`src/verilog/rhi_pkg.sv`:
```
/*
  Shared constants and types of the radio host interface: the controller
  I/O map, the pin control bit positions, the interrupt source order and the
  radio state codes reported by the radio core.
  Assumes a byte-wide controller I/O bus with an 8-bit address.
*/
package rhi_pkg;

  // Controller I/O map of the interface.
  localparam logic [7:0] RHI_ADDR_PIN_CTRL = 8'h00;    // Pin control, controller domain.
  localparam logic [7:0] RHI_ADDR_IRQ_PEND = 8'h01;    // Pending flags, write one to clear.
  localparam logic [7:0] RHI_ADDR_IRQ_EN = 8'h02;      // Interrupt enables.
  localparam logic [7:0] RHI_ADDR_RX_LEN = 8'h03;      // Received frame length.
  localparam logic [7:0] RHI_ADDR_FB_FIRST = 8'h80;    // First frame buffer byte.
  localparam logic [7:0] RHI_ADDR_FB_LAST = 8'hff;     // Last frame buffer byte.
  localparam int RHI_FB_SEL_BIT = 7;                   // Address bit that selects the buffer.

  // Pin control register fields.
  localparam int RHI_PIN_RST_BIT = 0;                  // Radio soft reset bit.
  localparam int RHI_PIN_TRIG_BIT = 1;                 // Sleep or transmit trigger bit.

  // Reset values.
  localparam logic [7:0] RHI_PIN_CTRL_RST = 8'h00;
  localparam logic [7:0] RHI_IRQ_PEND_RST = 8'h00;
  localparam logic [7:0] RHI_IRQ_EN_RST = 8'h00;
  localparam logic [7:0] RHI_RX_LEN_RST = 8'h00;

  // Frame buffer geometry.
  localparam int RHI_FB_DEPTH = 128;
  localparam int RHI_FB_AW = 7;

  // Interrupt sources, index 0 has the highest priority.
  localparam int RHI_IRQ_LOCK = 0;
  localparam int RHI_IRQ_UNLOCK = 1;
  localparam int RHI_IRQ_RX_START = 2;
  localparam int RHI_IRQ_RX_END = 3;
  localparam int RHI_IRQ_MEAS_DONE = 4;
  localparam int RHI_IRQ_ADDR_MATCH = 5;
  localparam int RHI_IRQ_TX_END = 6;
  localparam int RHI_IRQ_AWAKE = 7;
  localparam logic [6:0] RHI_IRQ_VEC_BASE = 7'h39;     // Vector number of source 0.

  // Wait cycles on radio register accesses for a radio clock near 16 MHz.
  localparam int RHI_WAIT_CYCLES = 3;
  localparam int RHI_RADIO_CLK_MHZ = 16;
  localparam int RHI_REF_CLK_MHZ = 200;

  // Radio core state as reported to the interface.
  typedef enum logic [2:0] {
    RHI_ST_CLOCK_ONLY,
    RHI_ST_SYNTH_ON,
    RHI_ST_AUTO_RETRY,
    RHI_ST_LISTEN,
    RHI_ST_AUTO_ACK_LISTEN,
    RHI_ST_SLEEP,
    RHI_ST_BUSY
  } rhi_radio_state_e;

endpackage

```
`src/verilog/rhi_frame_mem.sv`:
```
/*
  Two-port frame buffer memory with registered read data on both ports.
  Assumes both ports run on the same clock; a write on both ports to the
  same address in the same cycle leaves the radio port's byte.
*/
`timescale 1ns/10ps
module rhi_frame_mem #(
  parameter int WIDTH = 8,
  parameter int DEPTH = 128,
  parameter int AW = 7
) (
  input wire logic ref_clk_i,
  input wire logic ce_i,
  input wire logic a_en_i,
  input wire logic a_we_i,
  input wire logic [AW-1:0] a_addr_i,
  input wire logic [WIDTH-1:0] a_wdata_i,
  output logic [WIDTH-1:0] a_rdata_o,
  input wire logic b_en_i,
  input wire logic b_we_i,
  input wire logic [AW-1:0] b_addr_i,
  input wire logic [WIDTH-1:0] b_wdata_i,
  output logic [WIDTH-1:0] b_rdata_o
);

  // Storage has no reset, so bytes only change on a real write.
  logic [WIDTH-1:0] mem_q [DEPTH];

  // Write port order puts the radio port last so it wins a collision.
  always_ff @(posedge ref_clk_i) begin
    if (ce_i) begin
      if (a_en_i && a_we_i) begin
        mem_q[a_addr_i] <= a_wdata_i;
      end
      if (b_en_i && b_we_i) begin
        mem_q[b_addr_i] <= b_wdata_i;
      end
    end
  end

  // Read data leave through registers, one cycle after the strobe.
  always_ff @(posedge ref_clk_i) begin
    if (ce_i && a_en_i) begin
      a_rdata_o <= mem_q[a_addr_i];
    end
    if (ce_i && b_en_i) begin
      b_rdata_o <= mem_q[b_addr_i];
    end
  end

endmodule // rhi_frame_mem

```
`src/verilog/rhi_top.sv`:
```
/*
  Radio host interface: controller I/O port with wait cycles for radio
  registers, the shared frame buffer, the pin control register with radio
  soft reset and the trigger bit, and the eight-source interrupt logic.
  Assumes the radio core runs on ref_clk_i, reports its state, events and
  clock status as synchronous signals, and that the controller holds an
  access stable while cpu_wait_o is high.
*/
`timescale 1ns/10ps
module rhi_top #(
  parameter int WAIT_CYCLES = rhi_pkg::RHI_WAIT_CYCLES
) (
  input wire logic ref_clk_i,
  input wire logic nrst_i,
  input wire logic ce_i,
  input wire logic [7:0] cpu_addr_i,
  input wire logic cpu_rd_i,
  input wire logic cpu_wr_i,
  input wire logic [7:0] cpu_wdata_i,
  output logic [7:0] cpu_rdata_o,
  output logic cpu_wait_o,
  input wire logic radio_clk_run_i,
  input wire rhi_pkg::rhi_radio_state_e radio_state_i,
  input wire logic tx_busy_i,
  input wire logic [7:0] irq_evt_i,
  input wire logic [7:0] irq_ack_i,
  output logic [7:0] irq_req_o,
  output logic [6:0] irq_vec_o,
  output logic irq_any_o,
  output logic pa_off_o,
  output logic radio_rst_o,
  output logic tx_start_o,
  output logic aret_start_o,
  output logic sleep_o,
  output logic wake_o,
  output logic alt_hold_o,
  input wire logic rx_wr_i,
  input wire logic [6:0] rx_addr_i,
  input wire logic [7:0] rx_data_i,
  input wire logic rx_len_we_i,
  input wire logic [7:0] rx_len_i,
  input wire logic rx_lqi_we_i,
  input wire logic [7:0] rx_lqi_i,
  input wire logic tx_rd_i,
  input wire logic [6:0] tx_addr_i,
  output logic [7:0] tx_data_o
);
  import rhi_pkg::*;

  // Counter width covers any sensible wait count.
  localparam int WCW = 4;

  // Address decode helper, used for every register select.
  function automatic logic hit(input logic [7:0] a, input logic [7:0] ref_a);
    hit = (a == ref_a);
  endfunction

  // Decode wires of the controller port.
  wire cpu_acc = cpu_rd_i | cpu_wr_i;                       // Any access strobe.
  wire fb_sel = cpu_addr_i[RHI_FB_SEL_BIT];                 // Frame buffer window.
  wire pin_sel = ~fb_sel & hit(cpu_addr_i, RHI_ADDR_PIN_CTRL);
  wire pend_sel = ~fb_sel & hit(cpu_addr_i, RHI_ADDR_IRQ_PEND);
  wire en_sel = ~fb_sel & hit(cpu_addr_i, RHI_ADDR_IRQ_EN);
  wire len_sel = ~fb_sel & hit(cpu_addr_i, RHI_ADDR_RX_LEN);
  wire rreg_acc = cpu_acc & ~fb_sel & ~pin_sel;             // Radio register access.

  // State registers.
  logic [WCW-1:0] wait_cnt_q;        // Wait cycles spent on the current access.
  logic trig_q;                      // Sleep or transmit trigger level.
  logic trig_prev_q;                 // Trigger level one enabled cycle ago.
  logic radio_rst_q;                 // One-cycle radio reset pulse.
  logic [7:0] irq_pend_q;            // Latched interrupt events.
  logic [7:0] irq_en_q;              // Interrupt enables.
  logic [7:0] rx_len_q;              // Length of the last received frame.
  logic suppress_q;                  // End events blocked after an unlock.
  logic tx_start_q;
  logic aret_start_q;
  logic wake_q;
  logic sleep_q;                     // Sleep held from the clock-only state.
  logic alt_q;                       // Listen-state change held by the trigger.
  logic fb_rd_q;                     // Last completed read came from the buffer.
  logic [7:0] reg_rdata_q;           // Read data of a register access.
  logic [6:0] irq_vec_q;

  // A wait counter that restarts on every new access, so accesses may follow back to back.
  wire wait_done = (wait_cnt_q == WCW'(WAIT_CYCLES));
  wire rreg_done = rreg_acc & wait_done;                    // Register access completes.
  assign cpu_wait_o = rreg_acc & ~wait_done;

  always_ff @(posedge ref_clk_i or negedge nrst_i) begin
    if (!nrst_i) begin
      wait_cnt_q <= '0;
    end else if (ce_i) begin
      wait_cnt_q <= (rreg_acc && !wait_done) ? wait_cnt_q + 1'b1 : '0;
    end
  end

  // Radio registers only answer while the radio clock runs and it is awake.
  wire radio_on = radio_clk_run_i & ~sleep_q;
  wire rreg_wr = rreg_done & cpu_wr_i & radio_on;
  wire pin_wr = cpu_acc & cpu_wr_i & pin_sel;

  // Pin control: the reset bit is a pulse, the trigger bit is kept as written.
  always_ff @(posedge ref_clk_i or negedge nrst_i) begin
    if (!nrst_i) begin
      trig_q <= RHI_PIN_CTRL_RST[RHI_PIN_TRIG_BIT];
      radio_rst_q <= RHI_PIN_CTRL_RST[RHI_PIN_RST_BIT];
      trig_prev_q <= 1'b0;
    end else if (ce_i) begin
      radio_rst_q <= pin_wr & cpu_wdata_i[RHI_PIN_RST_BIT];
      if (pin_wr) begin
        trig_q <= cpu_wdata_i[RHI_PIN_TRIG_BIT];
      end
      trig_prev_q <= trig_q;
    end
  end
  assign radio_rst_o = radio_rst_q;

  // Edges of the trigger bit; levels alone never start anything.
  wire trig_rise = trig_q & ~trig_prev_q;
  wire trig_fall = ~trig_q & trig_prev_q;

  // Trigger actions per radio state.
  always_ff @(posedge ref_clk_i or negedge nrst_i) begin
    if (!nrst_i) begin
      tx_start_q <= 1'b0;
      aret_start_q <= 1'b0;
      wake_q <= 1'b0;
      sleep_q <= 1'b0;
      alt_q <= 1'b0;
    end else if (ce_i) begin
      tx_start_q <= trig_rise & (radio_state_i == RHI_ST_SYNTH_ON);
      aret_start_q <= trig_rise & (radio_state_i == RHI_ST_AUTO_RETRY);
      wake_q <= trig_fall & sleep_q;
      if (radio_rst_q) begin
        sleep_q <= 1'b0;
        alt_q <= 1'b0;
      end else if (trig_rise) begin
        if (radio_state_i == RHI_ST_CLOCK_ONLY) begin
          sleep_q <= 1'b1;
        end
        if (radio_state_i == RHI_ST_LISTEN || radio_state_i == RHI_ST_AUTO_ACK_LISTEN) begin
          alt_q <= 1'b1;
        end
      end else if (trig_fall) begin
        sleep_q <= 1'b0;
        alt_q <= 1'b0;
      end
    end
  end
  assign tx_start_o = tx_start_q;
  assign aret_start_o = aret_start_q;
  assign wake_o = wake_q;
  assign sleep_o = sleep_q;
  assign alt_hold_o = alt_q;

  // Unlock while transmitting kills the amplifier at once and blocks the end event.
  wire unlock_in_tx = irq_evt_i[RHI_IRQ_UNLOCK] & tx_busy_i;
  wire block_end = unlock_in_tx | suppress_q;
  wire [7:0] evt_eff = irq_evt_i & ~(8'h01 << RHI_IRQ_TX_END & {8{block_end}});
  assign pa_off_o = block_end;

  always_ff @(posedge ref_clk_i or negedge nrst_i) begin
    if (!nrst_i) begin
      suppress_q <= 1'b0;
    end else if (ce_i) begin
      suppress_q <= tx_busy_i & block_end;
    end
  end

  // Pending flags: a new event wins over a clear in the same cycle.
  wire [7:0] pend_w1c = {8{rreg_wr & pend_sel}} & cpu_wdata_i;
  wire [7:0] pend_clr = pend_w1c | irq_ack_i;
  wire [7:0] pend_d = (irq_pend_q & ~pend_clr) | evt_eff;

  always_ff @(posedge ref_clk_i or negedge nrst_i) begin
    if (!nrst_i) begin
      irq_pend_q <= RHI_IRQ_PEND_RST;
      irq_en_q <= RHI_IRQ_EN_RST;
      rx_len_q <= RHI_RX_LEN_RST;
    end else if (ce_i) begin
      if (radio_rst_q) begin
        irq_pend_q <= RHI_IRQ_PEND_RST;
        irq_en_q <= RHI_IRQ_EN_RST;
        rx_len_q <= RHI_RX_LEN_RST;
      end else begin
        irq_pend_q <= pend_d;
        if (rreg_wr && en_sel) begin
          irq_en_q <= cpu_wdata_i;
        end
        if (rx_len_we_i) begin
          rx_len_q <= rx_len_i;
        end
      end
    end
  end

  // Requests are gated by the enables; the vector names the most urgent one.
  wire [7:0] req_w = irq_pend_q & irq_en_q;
  assign irq_req_o = req_w;
  assign irq_any_o = |req_w;

  // Fixed priority: lowest source index, hence lowest vector, wins.
  logic [6:0] vec_d;
  always_comb begin
    vec_d = 7'h00;
    for (int i = 7; i >= 0; i--) begin
      if (req_w[i]) begin
        vec_d = RHI_IRQ_VEC_BASE + 7'(i);
      end
    end
  end

  always_ff @(posedge ref_clk_i or negedge nrst_i) begin
    if (!nrst_i) begin
      irq_vec_q <= 7'h00;
    end else if (ce_i) begin
      irq_vec_q <= vec_d;
    end
  end
  assign irq_vec_o = irq_vec_q;

  // Register read selection; radio registers read zero while the radio clock is off.
  wire [7:0] pin_rd = 8'h00 | (8'(trig_q) << RHI_PIN_TRIG_BIT);
  wire [7:0] rreg_rd = pend_sel ? irq_pend_q : en_sel ? irq_en_q : len_sel ? rx_len_q : 8'h00;
  wire [7:0] rreg_rd_g = radio_on ? rreg_rd : 8'h00;

  always_ff @(posedge ref_clk_i or negedge nrst_i) begin
    if (!nrst_i) begin
      reg_rdata_q <= 8'h00;
      fb_rd_q <= 1'b0;
    end else if (ce_i) begin
      if (cpu_rd_i && fb_sel) begin
        fb_rd_q <= 1'b1;
      end else if (cpu_rd_i && pin_sel) begin
        fb_rd_q <= 1'b0;
        reg_rdata_q <= pin_rd;
      end else if (cpu_rd_i && rreg_done) begin
        fb_rd_q <= 1'b0;
        reg_rdata_q <= rreg_rd_g;
      end
    end
  end

  // Frame buffer: controller on port A without waits, radio on port B.
  logic [7:0] fb_a_rdata;
  wire fb_a_en = cpu_acc & fb_sel;
  wire rx_any_wr = rx_wr_i | rx_lqi_we_i;
  wire [6:0] fb_b_addr = rx_lqi_we_i ? rx_len_q[6:0] : rx_wr_i ? rx_addr_i : tx_addr_i;
  wire [7:0] fb_b_wdata = rx_lqi_we_i ? rx_lqi_i : rx_data_i;

  rhi_frame_mem #(
    .WIDTH(8),
    .DEPTH(RHI_FB_DEPTH),
    .AW(RHI_FB_AW)
  ) u_fb (
    .ref_clk_i(ref_clk_i),
    .ce_i(ce_i),
    .a_en_i(fb_a_en),
    .a_we_i(cpu_wr_i),
    .a_addr_i(cpu_addr_i[6:0]),
    .a_wdata_i(cpu_wdata_i),
    .a_rdata_o(fb_a_rdata),
    .b_en_i(rx_any_wr | tx_rd_i),
    .b_we_i(rx_any_wr),
    .b_addr_i(fb_b_addr),
    .b_wdata_i(fb_b_wdata),
    .b_rdata_o(tx_data_o)
  );

  assign cpu_rdata_o = fb_rd_q ? fb_a_rdata : reg_rdata_q;

  // Helper: length of the wait phase of the current radio register access.
  logic [WCW-1:0] waited_q;
  always_ff @(posedge ref_clk_i or negedge nrst_i) begin
    if (!nrst_i) begin
      waited_q <= '0;
    end else if (ce_i) begin
      waited_q <= cpu_wait_o ? waited_q + 1'b1 : '0;
    end
  end

  property p_wait_len;
    @(posedge ref_clk_i) disable iff (!nrst_i)
      (rreg_done && ce_i) |-> (waited_q == WCW'(WAIT_CYCLES));
  endproperty
  a_wait_len: assert property (p_wait_len) else $error("wrong wait count");

  property p_zero_read;
    @(posedge ref_clk_i) disable iff (!nrst_i)
      (ce_i && cpu_rd_i && rreg_done && !radio_on) |=> (cpu_rdata_o == 8'h00);
  endproperty
  a_zero_read: assert property (p_zero_read) else $error("read not zero");

  property p_fb_nowait;
    @(posedge ref_clk_i) disable iff (!nrst_i)
      (cpu_acc && fb_sel) |-> !cpu_wait_o;
  endproperty
  a_fb_nowait: assert property (p_fb_nowait) else $error("buffer waited");

  property p_rst_pulse;
    @(posedge ref_clk_i) disable iff (!nrst_i)
      (ce_i && pin_wr && cpu_wdata_i[RHI_PIN_RST_BIT]) |=> radio_rst_o ##1 (!radio_rst_o || !ce_i);
  endproperty
  a_rst_pulse: assert property (p_rst_pulse) else $error("reset not a pulse");

  property p_trig_keep;
    @(posedge ref_clk_i) disable iff (!nrst_i)
      (!pin_wr) |=> (trig_q == $past(trig_q));
  endproperty
  a_trig_keep: assert property (p_trig_keep) else $error("trigger changed");

  property p_tx_start;
    @(posedge ref_clk_i) disable iff (!nrst_i)
      (ce_i && trig_q && !trig_prev_q && radio_state_i == RHI_ST_SYNTH_ON) |=> tx_start_o;
  endproperty
  a_tx_start: assert property (p_tx_start) else $error("no transmit start");

  property p_edge_only;
    @(posedge ref_clk_i) disable iff (!nrst_i)
      tx_start_o |-> $past(trig_q) && !$past(trig_prev_q);
  endproperty
  a_edge_only: assert property (p_edge_only) else $error("start without edge");

  property p_hold;
    @(posedge ref_clk_i) disable iff (!nrst_i)
      (alt_q && ce_i && !trig_q && trig_prev_q && !radio_rst_q) |=> !alt_hold_o;
  endproperty
  a_hold: assert property (p_hold) else $error("hold not released");

  property p_req_gate;
    @(posedge ref_clk_i) disable iff (!nrst_i)
      irq_req_o[RHI_IRQ_LOCK] |-> irq_en_q[RHI_IRQ_LOCK] && irq_pend_q[RHI_IRQ_LOCK];
  endproperty
  a_req_gate: assert property (p_req_gate) else $error("request not gated");

  property p_ack_clear;
    @(posedge ref_clk_i) disable iff (!nrst_i)
      (ce_i && irq_ack_i[RHI_IRQ_AWAKE] && !irq_evt_i[RHI_IRQ_AWAKE]) |=> !irq_pend_q[RHI_IRQ_AWAKE];
  endproperty
  a_ack_clear: assert property (p_ack_clear) else $error("ack did not clear");

  property p_w0_keep;
    @(posedge ref_clk_i) disable iff (!nrst_i)
      (ce_i && irq_pend_q[RHI_IRQ_LOCK] && !radio_rst_q && !irq_ack_i[RHI_IRQ_LOCK]
       && !(rreg_wr && pend_sel && cpu_wdata_i[RHI_IRQ_LOCK])) |=> irq_pend_q[RHI_IRQ_LOCK];
  endproperty
  a_w0_keep: assert property (p_w0_keep) else $error("flag lost");

  property p_vec;
    @(posedge ref_clk_i) disable iff (!nrst_i)
      (ce_i && req_w[RHI_IRQ_LOCK]) |=> (irq_vec_o == 7'h39);
  endproperty
  a_vec: assert property (p_vec) else $error("wrong vector");

  property p_unlock;
    @(posedge ref_clk_i) disable iff (!nrst_i)
      unlock_in_tx |-> pa_off_o && !evt_eff[RHI_IRQ_TX_END];
  endproperty
  a_unlock: assert property (p_unlock) else $error("end not blocked");

  property p_en_reset;
    @(posedge ref_clk_i) disable iff (!nrst_i)
      $rose(nrst_i) |-> (irq_en_q == 8'h00);
  endproperty
  a_en_reset: assert property (p_en_reset) else $error("enables not clear");

  c_tx: cover property (@(posedge ref_clk_i) disable iff (!nrst_i) tx_start_o);
  c_sleep_wake: cover property (@(posedge ref_clk_i) disable iff (!nrst_i) sleep_o ##[1:50] wake_o);
  c_wait: cover property (@(posedge ref_clk_i) disable iff (!nrst_i) cpu_wait_o ##1 !cpu_wait_o);
  c_irq: cover property (@(posedge ref_clk_i) disable iff (!nrst_i) irq_any_o);

endmodule // rhi_top
```
`config.mk`:
```
export PLATFORM = sky130hd
export DESIGN_NAME = rhi_top
export DESIGN_NICKNAME = d
export VERILOG_FILES = /design/src/verilog/rhi_pkg.sv /design/src/verilog/rhi_frame_mem.sv /design/src/verilog/rhi_top.sv
export SDC_FILE = /design/constraint.sdc
export NUM_CORES = 2
export LEC_CHECK = 0
export BUFFER_PORTS_ARGS = -buffer_cell sky130_fd_sc_hd__buf_2
export CAP_MARGIN = 0
export CORE_MARGIN = 2
export CORE_UTILIZATION = 38
export DETAILED_ROUTE_END_ITERATION = 10
export SYNTH_ARGS = -nofsm -noshare
export SYNTH_HDL_FRONTEND = slang
export SYNTH_SLANG_ARGS = --single-unit
```
`constraint.sdc`:
```
create_clock -name ref_clk_i -period 5.12 [get_ports ref_clk_i]
set_clock_uncertainty 0.1 [all_clocks]
set_input_delay 1.024 -clock ref_clk_i [delete_from_list [all_inputs] [get_ports ref_clk_i]]
set_output_delay 1.024 -clock ref_clk_i [all_outputs]
set_load 0.01 [all_outputs]
```
Word level (Yosys, flattened, before mapping):

Memories as Yosys holds them, arrays and structs flattened. A register that Yosys moved wholly into a read port is not among the register bits.
Cells that the tools add are included.

* register bits: 53
* RAM bits: 1024
* bits of input ports: 84
* output and inout port bits: 40
* logic and storage cells: 136
* memories kept: 1

* add/sub/neg operators: 1
* equality and inequality tests: 10
* mux-type cells: 40
* bitwise logic cells: 42
* reductions and logical operators: 26

Memories
* u_fb.mem_q: words 128, width 8, rd ports 2, clocked after memory_dff 2, write ports 2, RTL line rhi_frame_mem.sv:27 `logic [WIDTH-1:0] mem_q [DEPTH];`

Operators by type and width (count)
* 2-to-1 mux 8 bit: 13
* 2-to-1 mux 7 bit: 10
* bitwise AND 8 bit: 4
* bitwise AND 1 bit: 23
* equality test 8 x 2 -> 1 bit, second input constant: 2
* 2-to-1 mux 1 bit: 16
* bitwise OR 8 bit: 2
* logical AND 1 bit: 9
* AND reduction 3 bit: 3
* equality test 8 x 1 -> 1 bit, second input constant: 1
* zero test 8 bit: 1
* inverter 7 -> 8 bit: 1
* inverter 8 bit: 1
* AND reduction 2 bit: 4
* OR reduction 8 bit: 1
* inverter 1 bit: 7
* equality test 3 x 2 -> 1 bit, second input constant: 2
* inequality test 3 x 2 -> 1 bit, second input constant: 2
* nonzero test 2 bit: 3
* nonzero test 3 bit: 2
* adder 4 x 1 -> 4 bit, second input constant: 1
* equality test 4 x 2 -> 1 bit, second input constant: 1
* 2-to-1 mux 4 bit: 1
* bitwise OR 1 bit: 4
* 5 further kinds: 5

Depth between registers and ports, before layout:

* depth after elaboration: 14
* gate-level depth with buffers: 11
* gate-level depth less buffers: 9

Modules after synthesis:

From an unflattened synthesis, not the netlist that was laid out.

* cell total of the unflattened synthesis: 3854
* area, all modules: 64604.5 sq um

Modules (own cells, without submodules)
* rhi_frame_mem: times used 1, cells each 3519, area an instance 61485.2 sq um, seq. area each 31230.0 sq um
* rhi_top: times used 1, cells each 335, area an instance 3119.2 sq um, seq. area each 1276.2 sq um

Least setup slack after synthesis:

Ideal clock, no wire load.

* path kind: input -> register
* start: in cpu_addr_i[3]
* end: mem u_fb.mem_q[8][0] (enable)
* setup time: 388 ps
* data arrival time: 3326 ps
* required time: 4632 ps
* path slack: 1306 ps
* stages on the path: 7
* path buffers: 4
* cell sequence: buf_2 buf_2 clkbuf_1 buf_2 nor2b_1 nand3_1 o32ai_1

RTL lines
* start, declared: RTL line rhi_top.sv:16 `input wire logic [7:0] cpu_addr_i,`
* end, declared: RTL line rhi_frame_mem.sv:27

Worst setup path after layout:

* start: in cpu_addr_i[0]
* end: out cpu_wait_o

* longest elaborated chain between the ends: 5

Ends and longest elaborated chain
* zero test 8 bit: RTL line rhi_top.sv:55 `hit = (a == ref_a);`
* bitwise AND 1 bit: RTL line rhi_top.sv:61 `wire pin_sel = ~fb_sel & hit(cpu_addr_i, RHI_ADDR_PIN_CTRL);`
* inverter 1 bit: RTL line rhi_top.sv:65 `wire rreg_acc = cpu_acc & ~fb_sel & ~pin_sel;`
* bitwise AND 1 bit: RTL line rhi_top.sv:65
* bitwise AND 1 bit: RTL line rhi_top.sv:88 `assign cpu_wait_o = rreg_acc & ~wait_done;`
* end, declared: RTL line rhi_top.sv:21 `output logic cpu_wait_o,`

Every way passes these cells.

==> parameters.txt <==
Parameter                              Value

Status
  Outcome    complete, no violations

Die
  Die footprint    172,300 um2
  CORE AREA    roughly 170,000 um2
  Die Width    between 400 and 500 um
  Die height    between 400 and 500 um
  Num rows    150
  IO Count    approximately 120
  Starting density of the core    0.3835

Worst setup path
  Critical path data arrival time    between 3 and 4 ns
  Nature of the critical path endpoint    output port
  Launch instance of the worst register-to-register path    rx_len_q[3]
  First element of the critical path    cpu_addr_i[0]
  Critical-path cell list    buf_8 > buf_12 > nor2_1 > and4_1 > or4_1 > inv_1 > buf_2
  Family with the most delay on the worst path    buffers and inverters
  Critical-path cell with the highest stage delay    or4_1
  Longest individual stage delay on the worst path    between 0.5 and 0.6 ns
  Number of buffers and inverters on the critical path    4
  Required time of the worst setup path    4.00 ns
  Worst-path maximum fanout    between 50 and 60
  Setup crit start kind    input port
  Path type of the worst setup path    input port to output port

Yosys
  Net Count, Synth    6,150
  Yosys warning total    0
  Top_reg_cell synth    edfxtp_1
  Proportion of netlist area held by the largest area contributor    0.4864
  Most instantiated cells after synthesis    edfxtp_1, nand2_1, a21oi_1, nor2_1, o21ai_0
  Fraction of the mapped netlist area in compound gates    0.1612
  Post-synthesis sequential element count    around 1,100
  Async set or reset register ratio after synthesis    0.04675
  Top cell type by total area after synthesis    edfxtp_1
  Simple-gate area share of the yosys netlist    0.1199
  Cell area after technology mapping    ~64,000 um2
  Synth Area per Inst    around 11 um2
  Fraction of the yosys area taken by sequential cells    0.5063
  Gate count after technology mapping    approximately 6,100
  Most common cell in the synthesized netlist    edfxtp_1
  Largest family of logic cells by synthesized area    multiplexers
  Number of flops mapped to enable cells by yosys    between 1,000 and 1,500
  Post-synthesis adder-cell area fraction    0.0001949
  Xor/xnor share of the synthesized area    0
  Synth cell types    54
  Leading post-synthesis cells by cell area    edfxtp_1, mux4_2, nand2_1
  Share of cell area taken by muxes after synthesis    0.1673

CTS
  Postcts setup bufs    0
  Clock tree from TritonCTS    built
  Hold bufs inserted after CTS    0
  Clock network latency to the later pin of the worst-skew pair    between 0.7 and 0.8 ns
  Number of clock sinks    between 1,000 and 1,500
  Longest Clk Path Bufs    3
  Number of CTS-inserted buffers    between 100 and 150
  Clk slew on worst S/H paths    0.06 ns
  Number of H-tree branching levels    3
  Number of gates resized after cts    0
  Buffer cell driving the clock tree root    clkbuf_16

Cells and area
  Final non-filler cell area    between 70,000 and 80,000 um2
  Fin nets    6,120
  Final non-filler cell total    8,357
  Synthesis-to-finish area growth    13.62%
  Fraction of final layout cells with drive strength greater than 1    0.1812
  Core Util, Final    0.4358
  Fillers    15,570

Timing
  Count of endpoints failing setup in the final report    0
  Total count of hold-check failures in the final report    0
  Least-Margin Pin Slew    between 1 and 1.5 ns
  Share of the clock period used by the worst path    0.8905
  Worst slew slack as a fraction of its limit    0.04644
  Final sum of negative setup slack    0 ns
  Unrepaired setup endpoints after global routing    no
  Final max-slew violation count    0
  Achievable Freq    between 200 and 250 MHz
  Minimum period implied by the final worst setup slack    approximately 4.6 ns

Power and ir drop
  Switching portion of total power    0.2900
  Worst-case vdd ir drop    between 0.0003 and 0.0004 V
  Leakage component of the power    26.12 nW
  Final Power    23.25 mW
  Power per cell area    roughly 320 nW/um2
  Net load switching power    about 6.7 mW
  Clock share of power    0.403
  Part of the power in combinational logic    0.168
  Int Pwr    around 17 mW
  Sequential Power Share    0.429

Hold path
  Worst min-delay path class    input port to asynchronous set/reset pin

Placement
  DP Area    between 60,000 and 70,000 um2
  Placed Instances    ~8,100
  Routability cong.    between 1 and 1.5
  Number of buffers inserted by port buffering    ~120
  Detailed placer's ending HPWL    between 150 and 200 mm

Global routing
  GRT Residual Overflow    0
  Vias in the first global route    just under 50,000
  Antenna violations before repair    22
  Largest net degree at the start of global routing    129
  First-pass GRT wire length    between 300 and 400 mm
  Overall track demand over capacity in global routing    0.3018

Drt
  DR vias/cell    ~6.5
  DRT antenna net count    0
  Detailed-router iteration count before antenna repair    8
  DRC violation total after the first TritonRoute iteration    9,525
  Routed wirelength normalized by instance count    about 32 um
  Via count of the routed design    54,040
  Total Routed Length    between 200 and 300 mm
  Post-route DRC    0

Job
  Max-cap viol count    0
[layer usage]
metal / track usage / part of all wire / vias up
met1: 0.4029 / 0.37 / 26620
met5: 0.001389 / 0.00085 / -
li1: - / - / 22680
met3: 0.06989 / 0.13 / 693
met4: 0.1529 / 0.058 / 30
met2: 0.4596 / 0.44 / 4015
[registers in the layout (all words and copies together) (netlist names), 4 cells and up]
name and cells:
irq_en_q 8, u_fb.b_rdata_o 8, irq_pend_q 8, u_fb.a_rdata_o 8, irq_vec_o 5, wait_cnt_q 4
rx_len_q 8, reg_rdata_q 8, u_fb.mem_q 1024
[logic make-up (layout without fill, tap and decap cells)]
family | after synthesis | in the layout
other | 0 | 10
adder cells (fa/ha/maj) | 1 | 1
buffers and inverters | 726 | 804
flip-flops | 1091 | 1091
AND/OR/NAND/NOR | 1833 | 1833
multiplexers | 660 | 660
AO/OA/AOI/OAI | 1754 | 1754
[power groups by stage]
stage	registers [mW]	clock network, mW	logic, mW
after floorplan	10.1	0	2.21
after global placement	10.1	0	3.73
after detailed placement	10.2	0	3.77
after CTS	9.96	9.40	3.78
after global routing	9.96	9.72	4.03
final	9.97	9.38	3.90
[cell type report]
class | count | area, um2 | area share
Multi-Input combinational cell | 4248 | 29010 | 0.3977
Clock buffer | 146 | 3153 | 0.04322
Inverter | 65 | 244.0 | 0.003345
Timing Repair Buffer | 508 | 4259 | 0.05838
Sequential cell | 1091 | 32510 | 0.4456
Clock inverter | 85 | 994.7 | 0.01364
Tap cell | 2204 | 2758 | 0.03780
Antenna cell | 10 | 25.02 | 0.0003430
[worst reg2reg max path, cell delays in order (launching register included)]
cell and delay [ns]:
dfrtp_1 0.68, nand2_1 0.14, o21ai_1 0.29, nand2_1 0.37
buf_4 0.29, nor2_1 0.97, nand2_1 0.57, o21ai_0 0.56
[cell usage in the layout (no fill, tap or decap), types with 88 or more instances in the layout]
master / n
a211oi_1: 124
buf_2: 110
o21ai_0: 566
nand2_1: 960
clkbuf_16: 122
a21oi_1: 658
mux4_2: 329
mux2i_1: 305
edfxtp_1: 1040
buf_4: 333
nor2_1: 613
a221oi_1: 97
nor2b_1: 88
[metrics by stage]
step	hold WS (ns)	setup slack (ns)
after floorplan	0.3611	1.306
after global placement	0.3837	0.09078
after detailed placement	0.3930	-0.02500
after CTS	0.2496	0.6124
after global routing	0.3262	0.4739
final	0.2561	0.5607
[worst paths after layout]
kind,endpoint,slack (ns),depth (start not counted)
max,cpu_wait_o,0.56,7
min in group ref_clk_i,rx_len_q[4],0.36,2
min,irq_pend_q[1],0.26,2
max in group asynchronous,reg_rdata_q[7],4.20,2
max reg2reg,u_fb.mem_q[92][0],0.74,7
min reg2reg,reg_rdata_q[7],0.41,1
(Power assumes the default switching activity.)
